`src/pm_pkg.sv`:
```
// Package: register map, field positions and timing for the power management block
package pm_pkg;
    localparam logic [7:0] ADDR_BYTE_TEST = 8'h64;
    localparam logic [7:0] ADDR_HARDWARE_CONFIG_REG = 8'h74;
    localparam logic [7:0] ADDR_PM_CTRL = 8'h84;
    localparam int MODE_HI = 13;
    localparam int MODE_LO = 12;
    localparam int XRST_BIT = 10;
    localparam int LANW_BIT = 9;
    localparam int ENDET_BIT = 8;
    localparam int BUFT_BIT = 6;
    localparam int CAUSE_HI = 5;
    localparam int CAUSE_LO = 4;
    localparam int PULSE_BIT = 3;
    localparam int POL_BIT = 2;
    localparam int PINEN_BIT = 1;
    localparam int READY_BIT = 0;
    localparam logic [1:0] MODE_NORMAL = 2'h0;
    localparam logic [1:0] MODE_RESERVED = 2'h3;
    localparam int CLK_MHZ = 100;
    localparam int XRST_TIME_US = 100;
    localparam int PULSE_TIME_MS = 50;
    localparam int XRST_CYCLES = XRST_TIME_US * CLK_MHZ;
    localparam int PULSE_CYCLES = PULSE_TIME_MS * 1000 * CLK_MHZ;
    localparam int SETTLE_CYCLES = 16;
    localparam int CNT_W = 23;
endpackage

```
`src/pm_timer.sv`:
```
// Timer: loads on start, counts down, pulses done when it expires
`timescale 1ns/1ns
module pm_timer (
    // Clock and reset
    input wire logic ref_clk_in,
    input wire logic rstn_in,
    // Control
    input wire logic start_in,
    input wire logic abort_in,
    input wire logic [22:0] load_in,
    // Status
    output logic busy_out,
    output logic done_out
);
    logic [22:0] cnt_q;

    always_ff @(posedge ref_clk_in) begin
        if (!rstn_in) begin
            cnt_q <= 23'h00_0000;
            busy_out <= 1'b0;
            done_out <= 1'b0;
        end else if (abort_in) begin
            cnt_q <= 23'h00_0000;
            busy_out <= 1'b0;
            done_out <= 1'b0;
        end else if (start_in) begin
            cnt_q <= load_in;
            busy_out <= 1'b1;
            done_out <= 1'b0;
        end else if (busy_out && cnt_q <= 23'h00_0001) begin
            busy_out <= 1'b0;
            done_out <= 1'b1;
        end else begin
            if (busy_out) begin
                cnt_q <= cnt_q - 23'h00_0001;
            end
            done_out <= 1'b0;
        end
    end
endmodule

```
`src/pm_wake_ctrl.sv`:
```
// Power management control register with wake indication and self-timed transceiver reset
`timescale 1ns/1ns
// Function
// - Bits 13-12 pick normal, wake-frame detect or energy detect; 11b reserved.
// - A write to byte-order test register wakes a sleeping device, given a read since reset or the last wake.
// - Bit 10 resets transceiver for at least 100us, then self-clears.
// - Writes to bit 10 are ignored while it reads high.
// - Lan wake enable routes wake events to pin and interrupt.
// - Energy detect enable routes energy events to pin and interrupt.
// - Bit 6 clear gives open-drain active-low pin; set gives push-pull.
// - Push-pull polarity: bit 2 set active high, clear active low.
// - Bits 5-4 report wake cause: none, energy, frame, multiple.
// - Write one clears cause bits, only when awake, ready and sources clear.
// - Bit 3 set pulses pin 50ms; clear holds it active.
// - Clearing cause bits or enable deasserts the wake pin.
// - Pin enable gates only the pin, never the interrupt.
// - Ready bit set once the device is stable after power-up or wake.
// - Control register readable in every state; writes to it dropped while not ready.
module pm_wake_ctrl (
    // Clock and reset
    input wire logic ref_clk_in,
    input wire logic rstn_in,
    // Register port
    input wire logic [7:0] addr_in,
    input wire logic [31:0] wdata_in,
    input wire logic wr_in,
    input wire logic rd_in,
    output logic [31:0] rdata_out,
    // Event sources, level while pending
    input wire logic lan_wake_event_in,
    input wire logic energy_event_in,
    // Wake pin, three signals
    input wire logic wake_event_pin_in,
    output logic wake_event_pin_out,
    output logic wake_event_pin_oe_out,
    // Internal outputs
    output logic wake_interrupt_out,
    output logic transceiver_reset_out,
    output logic [1:0] power_state_select_out,
    output logic ready_out
);
    logic [1:0] mode_q;
    logic lanw_q, endet_q, buft_q, pulse_q, pol_q, pinen_q;
    logic [1:0] cause_q;
    logic ready_q;
    logic read_seen_q;
    logic ind_q;
    logic [4:0] settle_q;
    logic x_busy, p_busy;
    logic wr_ok, wr_ctrl, wake_wr, lan_hit, en_hit, hit, cause_clr_ok;
    logic wake_now, ready_now;
    logic [31:0] ctrl_word;

    function automatic logic addr_is(input logic [7:0] a, input logic [7:0] ref_a);
        return a == ref_a;
    endfunction

    function automatic logic [1:0] mode_field(input logic [31:0] w);
        return w[pm_pkg::MODE_HI:pm_pkg::MODE_LO];
    endfunction

    // -------------------------------------------------------------
    // Access qualification
    // -------------------------------------------------------------
    // Writes need a prior read; not-ready writes other than wake test are dropped
    assign wr_ok = wr_in && read_seen_q;
    assign wr_ctrl = wr_ok && ready_q && addr_is(addr_in, pm_pkg::ADDR_PM_CTRL);
    assign wake_wr = wr_ok && addr_is(addr_in, pm_pkg::ADDR_BYTE_TEST) && mode_q != pm_pkg::MODE_NORMAL;
    assign cause_clr_ok = ready_q && mode_q == pm_pkg::MODE_NORMAL && !lan_wake_event_in
        && !energy_event_in;

    // -------------------------------------------------------------
    // Event qualification
    // -------------------------------------------------------------
    assign lan_hit = lanw_q && lan_wake_event_in;
    assign en_hit = endet_q && energy_event_in;
    assign hit = lan_hit || en_hit;
    assign wake_now = mode_q != pm_pkg::MODE_NORMAL && (wake_wr || hit);
    // Ready shown only beside the normal state, so both outputs move on one edge when sleep begins
    assign ready_now = ready_q && mode_q == pm_pkg::MODE_NORMAL;

    // -------------------------------------------------------------
    // Read-before-write guard
    // -------------------------------------------------------------
    // Any return from sleep, by event or by test write, needs a fresh read
    always_ff @(posedge ref_clk_in) begin
        if (!rstn_in) begin
            read_seen_q <= 1'b0;
        end else if (wake_now) begin
            read_seen_q <= 1'b0;
        end else if (rd_in) begin
            read_seen_q <= 1'b1;
        end
    end

    // -------------------------------------------------------------
    // Power state and ready
    // -------------------------------------------------------------
    always_ff @(posedge ref_clk_in) begin
        if (!rstn_in) begin
            mode_q <= pm_pkg::MODE_NORMAL;
        end else if (wake_now) begin
            mode_q <= pm_pkg::MODE_NORMAL;
        end else if (wr_ctrl && mode_field(wdata_in) != pm_pkg::MODE_RESERVED) begin
            mode_q <= mode_field(wdata_in);
        end
    end

    // Ready drops on sleep, comes back after a settle time
    always_ff @(posedge ref_clk_in) begin
        if (!rstn_in) begin
            ready_q <= 1'b0;
            settle_q <= 5'h00;
        end else if (mode_q != pm_pkg::MODE_NORMAL) begin
            ready_q <= 1'b0;
            settle_q <= 5'h00;
        end else if (!ready_q) begin
            if (settle_q == 5'(pm_pkg::SETTLE_CYCLES - 1)) begin
                ready_q <= 1'b1;
            end else begin
                settle_q <= settle_q + 5'h01;
            end
        end
    end

    // -------------------------------------------------------------
    // Transceiver reset
    // -------------------------------------------------------------
    // Writes of bit 10 while the bit is high are ignored since start needs !x_busy; other fields still load
    pm_timer xrst_timer (
        .ref_clk_in(ref_clk_in),
        .rstn_in(rstn_in),
        .start_in(wr_ctrl && wdata_in[pm_pkg::XRST_BIT] && !x_busy),
        .abort_in(1'b0),
        .load_in(23'(pm_pkg::XRST_CYCLES)),
        .busy_out(x_busy),
        .done_out()
    );

    // -------------------------------------------------------------
    // Configuration bits
    // -------------------------------------------------------------
    // Event enables
    always_ff @(posedge ref_clk_in) begin
        if (!rstn_in) begin
            lanw_q <= 1'b0;
            endet_q <= 1'b0;
        end else if (wr_ctrl) begin
            lanw_q <= wdata_in[pm_pkg::LANW_BIT];
            endet_q <= wdata_in[pm_pkg::ENDET_BIT];
        end
    end

    // Pin configuration
    always_ff @(posedge ref_clk_in) begin
        if (!rstn_in) begin
            buft_q <= 1'b0;
            pulse_q <= 1'b0;
            pol_q <= 1'b0;
            pinen_q <= 1'b0;
        end else if (wr_ctrl) begin
            buft_q <= wdata_in[pm_pkg::BUFT_BIT];
            pulse_q <= wdata_in[pm_pkg::PULSE_BIT];
            pol_q <= wdata_in[pm_pkg::POL_BIT];
            pinen_q <= wdata_in[pm_pkg::PINEN_BIT];
        end
    end

    // -------------------------------------------------------------
    // Wake cause status
    // -------------------------------------------------------------
    // Set wins over a same-cycle clear
    always_ff @(posedge ref_clk_in) begin
        if (!rstn_in) begin
            cause_q <= 2'h0;
        end else begin
            for (int i = 0; i < 2; i++) begin
                if ((i == 0) ? en_hit : lan_hit) begin
                    cause_q[i] <= 1'b1;
                end else if (wr_ctrl && cause_clr_ok && wdata_in[pm_pkg::CAUSE_LO + i]) begin
                    cause_q[i] <= 1'b0;
                end
            end
        end
    end

    // -------------------------------------------------------------
    // Wake indication
    // -------------------------------------------------------------
    logic lan_active, en_active, ind_kill, new_hit;
    assign lan_active = cause_q[1] && lanw_q;
    assign en_active = cause_q[0] && endet_q;
    assign ind_kill = !lan_active && !en_active && !hit;
    assign new_hit = hit && !ind_q;

    // -------------------------------------------------------------
    // Pulse timer
    // -------------------------------------------------------------
    // Started on the first hit only; a held event does not restart it
    pm_timer pulse_timer (
        .ref_clk_in(ref_clk_in),
        .rstn_in(rstn_in),
        .start_in(new_hit && pulse_q),
        .abort_in(ind_kill),
        .load_in(23'(pm_pkg::PULSE_CYCLES)),
        .busy_out(p_busy),
        .done_out()
    );

    // Indication level: held in both modes; pulse timing is applied at the pin only
    always_ff @(posedge ref_clk_in) begin
        if (!rstn_in) begin
            ind_q <= 1'b0;
        end else if (ind_kill) begin
            ind_q <= 1'b0;
        end else if (hit) begin
            ind_q <= 1'b1;
        end
    end

    logic pin_active;
    assign pin_active = pinen_q && ind_q && (pulse_q ? p_busy : 1'b1);

    always_ff @(posedge ref_clk_in) begin
        if (!rstn_in) begin
            wake_interrupt_out <= 1'b0;
        end else begin
            wake_interrupt_out <= ind_q;
        end
    end

    // Open drain only pulls low, so the polarity bit has no say there
    always_ff @(posedge ref_clk_in) begin
        if (!rstn_in) begin
            wake_event_pin_out <= 1'b0;
            wake_event_pin_oe_out <= 1'b0;
        end else if (!buft_q) begin
            wake_event_pin_out <= 1'b0;
            wake_event_pin_oe_out <= pin_active;
        end else begin
            wake_event_pin_out <= pol_q ? pin_active : !pin_active;
            wake_event_pin_oe_out <= 1'b1;
        end
    end

    // -------------------------------------------------------------
    // Read path
    // -------------------------------------------------------------
    always_comb begin
        ctrl_word = 32'h0000_0000;
        ctrl_word[pm_pkg::MODE_HI:pm_pkg::MODE_LO] = mode_q;
        ctrl_word[pm_pkg::XRST_BIT] = x_busy;
        ctrl_word[pm_pkg::LANW_BIT] = lanw_q;
        ctrl_word[pm_pkg::ENDET_BIT] = endet_q;
        ctrl_word[pm_pkg::BUFT_BIT] = buft_q;
        ctrl_word[pm_pkg::CAUSE_HI:pm_pkg::CAUSE_LO] = cause_q;
        ctrl_word[pm_pkg::PULSE_BIT] = pulse_q;
        ctrl_word[pm_pkg::POL_BIT] = pol_q;
        ctrl_word[pm_pkg::PINEN_BIT] = pinen_q;
        ctrl_word[pm_pkg::READY_BIT] = ready_now;
    end

    // Control register readable always; others read zero here
    always_ff @(posedge ref_clk_in) begin
        if (!rstn_in) begin
            rdata_out <= 32'h0000_0000;
        end else if (rd_in && addr_is(addr_in, pm_pkg::ADDR_PM_CTRL)) begin
            rdata_out <= ctrl_word;
        end else begin
            rdata_out <= 32'h0000_0000;
        end
    end

    // -------------------------------------------------------------
    // Status outputs
    // -------------------------------------------------------------
    always_ff @(posedge ref_clk_in) begin
        if (!rstn_in) begin
            transceiver_reset_out <= 1'b0;
        end else begin
            transceiver_reset_out <= x_busy;
        end
    end

    always_ff @(posedge ref_clk_in) begin
        if (!rstn_in) begin
            power_state_select_out <= pm_pkg::MODE_NORMAL;
        end else begin
            power_state_select_out <= mode_q;
        end
    end

    always_ff @(posedge ref_clk_in) begin
        if (!rstn_in) begin
            ready_out <= 1'b0;
        end else begin
            ready_out <= ready_now;
        end
    end
endmodule

```
`config.mk`:
```
export PLATFORM = sky130hd
export DESIGN_NAME = pm_wake_ctrl
export DESIGN_NICKNAME = d
export VERILOG_FILES = /design/src/pm_pkg.sv /design/src/pm_timer.sv /design/src/pm_wake_ctrl.sv
export SDC_FILE = /design/constraint.sdc
export NUM_CORES = 1
export LEC_CHECK = 0
export ABC_AREA = 1
export BUFFER_PORTS_ARGS = -buffer_cell sky130_fd_sc_hd__buf_4
export CORE_MARGIN = 8
export CORE_UTILIZATION = 50
export DETAILED_ROUTE_END_ITERATION = 10
export PLACE_DENSITY = 0.76
export SYNTH_ARGS = -nofsm -noshare
export SYNTH_HDL_FRONTEND = slang
export SYNTH_SLANG_ARGS = --single-unit
```
`constraint.sdc`:
```
create_clock -name ref_clk_in -period 1.7 [get_ports ref_clk_in]
set_input_delay 0.085 -clock ref_clk_in [delete_from_list [all_inputs] [get_ports ref_clk_in]]
set_output_delay 0.085 -clock ref_clk_in [all_outputs]
set_load 0.1 [all_outputs]
```
---- Word level (Yosys, flattened, before mapping) ----
Index checks and enable logic that the tools add are counted.
cells by class
  div/mod/pow operators ................... 0
  multiply operators ...................... 0
  bitwise logic cells ..................... 5
  order comparisons ....................... 2
  shift-type cells ........................ 0
  equality and inequality tests ........... 6
  add/sub/neg operators ................... 3
  reductions and logical operators ........ 58
  muxes and demuxes ....................... 19
operator list
  cell                                                                     count
  23-bit 2-to-1 mux                                                        3
  23-bit by 1-bit <= comparator with 1-bit output (second input constant)  2
  23-bit by 1-bit subtractor with 23-bit output (second input constant)    2
  14-bit 2-to-1 mux                                                        3
  1-bit logical AND                                                        28
  2-bit AND reduction                                                      7
  2-bit nonzero test                                                       7
  1-bit 2-to-1 mux                                                         13
  8-bit by 7-bit == test with 1-bit output (second input constant)         1
  8-bit == test (second input constant)                                    1
  1-bit zero test                                                          8
  2-bit OR reduction                                                       4
  5-bit by 1-bit adder with 5-bit output (second input constant)           1
  5-bit by 4-bit == test with 1-bit output (second input constant)         1
  1-bit inverter                                                           5
  2-bit by 1-bit != test with 1-bit output (second input constant)         2
  3-bit OR reduction                                                       1
  2-bit zero test                                                          1
  1-bit logical OR                                                         2
  2-bit != test (second input constant)                                    1
storage, ports and cells
  memories kept ........................... 0
  bits in latches ......................... 0
  memory bits (writable) .................. 0
  output and inout port bits .............. 39
  ROM bits ................................ 0
  input bits .............................. 47
  bits in registers ....................... 105

---- Longest topological paths before layout ----
  depth in word-level cells ............... 8
  gate-level depth with buffers ........... 11

---- Cells and area by module ----
From an unflattened synthesis, not the netlist that was laid out.
second synthesis, totals
  cell total of the unflattened synthesis .. 821
  area, all modules ....................... 5,207.5 µm²
modules (own cells, without submodules)
  module        cells each  seq. area each (µm²)  times used  area an instance (µm²)
  pm_timer      318         500.5                 2           1,848.0
  pm_wake_ctrl  185         740.7                 1           1,511.4

---- Worst setup path after synthesis ----
No wires, ideal clock.
  path kind ............................... register to register
  start ................................... register settle_q[0]
  end ..................................... register settle_q[3]
  data required time ...................... 1.581 ns
  clock period less this slack ............ 1.632 ns
  arrival time ............................ 1.512 ns
  stages on the path, launching flop included .. 11
  setup slack ............................. 0.068 ns
  cells stage by stage .................... dfxtp_1 > ha_1 > inv_1 > nor3_1 > ha_1 > nor2_1 > inv_1 > nor2_1 > nand3_1 > o21ai_0 > a21oi_1
between the ends
  longest elaborated chain between the ends .. 3
  elaborated cells between the ends (all ways) .. 4
RTL lines
  item                                                                            line                 RTL
  start, declared                                                                 pm_wake_ctrl.sv:48   logic [4:0] settle_q;
  start signal, assigned                                                          pm_wake_ctrl.sv:121  settle_q <= settle_q + 5'h01;
  branches (longest 3 deep; another with 5-bit by 1-bit adder with 5-bit output)  -
Several ways; the timed one is not identified.
A chain may end at the register's enable or synchronous reset.

---- Worst setup path after layout ----
  start ................................... register xrst_timer.cnt_q[1]
  end ..................................... register xrst_timer.cnt_q[3]
between the ends
  longest elaborated chain between the ends .. 4
  elaborated cells between the ends (all ways) .. 5
RTL lines
  item                                             line            RTL
  start, declared                                  pm_timer.sv:15  logic [22:0] cnt_q;
  start signal, assigned                           pm_timer.sv:27  cnt_q <= load_in;
  start signal, assigned                           pm_timer.sv:35  cnt_q <= cnt_q - 23'h00_0001;
  23-bit by 1-bit <= comparator with 1-bit output  pm_timer.sv:30  end else if (busy_out && cnt_q <= 23'h00_0001) begin
  1-bit logical AND                                pm_timer.sv:30
  1-bit inverter (no source line)                  -
  2-bit AND reduction (no source line)             -
Parallel ways exist; a longest one is shown, timed or not.

==> impl_metrics.json <==
{
  "syn_to_final_growth_pct": 17.9,
  "detail_route.vias_per_cell": 5.11,
  "crit-reg2reg-launch": "xrst_timer.cnt_q[1]",
  "sw_frac_of_total_pct": 27.4,
  "fp.dieArea_um2": 12400,
  "post_drt_wl_per_cell_um": 12.5,
  "internal-power_uw": 2760,
  "dp_hpwl_um": 7960,
  "numCtsBuffers": 9,
  "max_cap_violations": 0,
  "finalInstanceArea_um2": 5350,
  "design.final.nets": 787,
  "clock_tree.htree_level_count": 3,
  "grt_first_pass_wirelength_um": 17700,
  "synth_warnings": 0,
  "worst_path_largest_cell_delay_ns": 0.38,
  "overall_die_height_um": 111,
  "floorplan.io_pins": 86,
  "hp-class": "in2reg",
  "n_antenna_cell": 0,
  "clock_period_minus_worst_slack_ns": 1.63,
  "synth.ff_latch_count": 85,
  "timing.fmax_mhz": 612,
  "crit_type": "reg2reg",
  "critical_path.max_fanout": 7,
  "vias": 4324,
  "post-route-period-util_pct": 96.1,
  "width_of_the_die_um": 111,
  "final-setup-viol-count": 0,
  "cts.path.max_buffers": 2,
  "critPathTopFamily": "simple AND/OR/NAND/NOR gates",
  "grt_start_max_net_pins": 18,
  "power.density_cell_area_nw_per_um2": 710,
  "synth.largest_area_cell": "dfxtp_1",
  "setup.worst_path.end_class": "register",
  "post-route-drc-count": 0,
  "grt.overflow.total": 0,
  "timing.critical_path.cells": "inv_1 -> ha_1 -> nand2_1 -> nor2_1 -> nand3_2 -> nand3_4 -> buf_4 -> nor2_1 -> nor2_1 -> nor3_1",
  "ratio_of_cells_with_drive_above_1_in_the_final_layout_pct": 18.8,
  "clock_latency_ns": 0.36,
  "unrepaired_setup_endpoints_after_global_routing": "yes",
  "core_region_area_um2": 8760,
  "startpoint": "xrst_timer.cnt_q[1]",
  "std_cell_rows": 34,
  "placement.io_buffers": 43,
  "drt.antenna.violating_nets": 0,
  "seq_area_frac_synth_pct": 37.5,
  "cts_num_sinks": 85,
  "hold_start": "wdata_in[3]",
  "routabilityCongestion": 0.942,
  "detail_route.wirelength_um": 10600,
  "timing.critical_path.from_type": "register",
  "grt_antenna_before_repair": 0,
  "total_switching_power_uw": 1040,
  "pwr-share-clk_pct": 39.0,
  "fillers": 794,
  "synthesis.area_per_instance_um2": 6.86,
  "postPlaceCellArea_um2": 4970,
  "most_area_consuming_cells_after_synthesis": "dfxtp_1 38%, nand2_1 12%, nor2_1 10%",
  "cp.buffers_inverters": 2,
  "first_iter_violations": 227,
  "syn_inst": 661,
  "grt.total_usage_pct": 16.6,
  "static_leakage_power_uw": 0.00258,
  "max-vdd-ir-drop_uv": 470,
  "grt_pass1_vias": 4076,
  "outcome": "finished, final reports clean",
  "slowest_stage": "dfxtp_1",
  "drt_pass1_iterations": 5,
  "mappedNetlistArea_um2": 4530,
  "tritoncts_clock_tree": "done",
  "report.final.slew_viol_count": 0,
  "async_flop_share_pct": 0,
  "sequentialPowerShare_pct": 52.8,
  "synth-edff-count": 0,
  "combPwrFrac_pct": 8.2,
  "clock_tree.root_cell": "clkbuf_8",
  "clk_pin_slew_worst_paths_ns": 0.09,
  "synth.most_common_cell": "nand2_1",
  "floorplan.initialDensity_pct": 51.7,
  "finalHoldViolCount": 0,
  "critical-path-top-cell-by-count": "nor2_1",
  "synth.cells.most_frequent": "141 x nand2_1, 125 x nor2_1, 85 x dfxtp_1, 73 x inv_1, 50 x nand3_1",
  "endpoint_arrival_time_on_the_critical_path_ns": 1.92,
  "p_total_uw": 3800,
  "synth_top_area_share_pct": 37.5,
  "worst_ep_required_time_ns": 1.99,
  "synth_top_flop_cell": "dfxtp_1",
  "yosys.cell_types.count": 38,
  "clock_skew_ns": 0.0113
}
logic make-up after synthesis:
family / Yosys count / synth area share, %
flops: 85 / 37.5
buf+inv: 111 / 12.0
other cells: 1 / 0.0827
simple gates: 374 / 37.1
compound gates: 69 / 8.78
xor+xnor: 15 / 2.90
fa+ha+maj: 6 / 1.66
placed cells by master (no fill, tap or decap), types with 6 or more instances in the layout:
cell type | netlist | layout
nand2_1 | 141 | 141
nor2_1 | 125 | 116
dfxtp_1 | 85 | 83
inv_1 | 73 | 73
buf_4 | 22 | 71
nand3_1 | 50 | 49
a21oi_1 | 39 | 39
nor2_2 | 13 | 22
conb_1 | 1 | 20
nand4_1 | 14 | 14
clkbuf_8 | 0 | 9
nor3_1 | 8 | 8
xnor2_1 | 8 | 8
xor2_1 | 7 | 7
a211oi_1 | 6 | 6
flip-flops by register name, indices dropped and copies added, names as in the netlist, 2 cells and up:
name,count
cause_q,2
mode_q,2
power_state_select_out,2
xrst_timer.cnt_q,23
settle_q,5
pulse_timer.cnt_q,23
rdata_out,12
tightest hold or removal path: cells and delay by family:
family | cells | cell delay, ns
simple gates | 1 | 0.09
buf+inv | 1 | 0.11
compound gates | 1 | 0.04
power by group through the flow:
stage,sequential (uW),combinational (uW),clock [uW]
floorplan,2050,271,0
global placement,2050,291,0
CTS,2000,305,1520
detailed placement,2050,296,0
global route,2010,327,1590
finish,2000,311,1480
metal layers:
| layer | up-vias | track usage [%] | part of all wire (%) |
|---|---|---|---|
| met5 | - | 0 | 0 |
| met4 | 0 | 6.76 | 2.3 |
| met3 | 30 | 4.55 | 6.7 |
| met2 | 130 | 27.4 | 46 |
| met1 | 1957 | 19.9 | 45 |
| li1 | 2207 | - | - |
final cells by class:
class / instances / area (um2) / area share, %
tap: 108 / 135 / 2.53
clock inverter: 7 / 80.1 / 1.50
sequential: 85 / 1700 / 31.9
clock buffer: 9 / 124 / 2.32
timing repair buffer: 77 / 594 / 11.1
multi-input combinational: 485 / 2420 / 45.3
inverter: 76 / 288 / 5.38
path summary, 6_finish.rpt:
kind              cells past startpoint             endpoint  slack, ns
setup / recovery                     10  xrst_timer.cnt_q[3]       0.07
hold / removal                        3              pulse_q       0.02
setup reg to reg                     10  xrst_timer.cnt_q[3]       0.07
hold reg to reg                       2   wake_interrupt_out       0.45
metrics by stage:
| step | hold slack, ns | worst slack [ns] | setup TNS, ns | cells | utilization [%] |
|---|---|---|---|---|---|
| final | 0.0185 | 0.0660 | 0 | 847 | 61.0 |
| after global routing | 0.00977 | -0.0301 | -0.0801 | 847 | 61.0 |
| after CTS | 0.00482 | 0.0378 | 0 | 839 | 59.6 |
| after detailed placement | 0.313 | 0.0122 | 0 | 818 | 56.7 |
| after global placement | 0.303 | 0.0901 | 0 | 818 | 56.7 |
| after floorplan | 0.195 | 0.0684 | 0 | 680 | - |
timing repair:
item                                    4_1_cts  5_1_grt
pin swaps                                     0        4
hold buffers                                  5        0
resized for setup                             1       21
gates cloned                                  0        1
buffers inserted                              0        7
endpoints found under the hold margin         6        0
endpoints found under the setup margin        1       29
No activity file was read; power rests on OpenSTA's default activity.
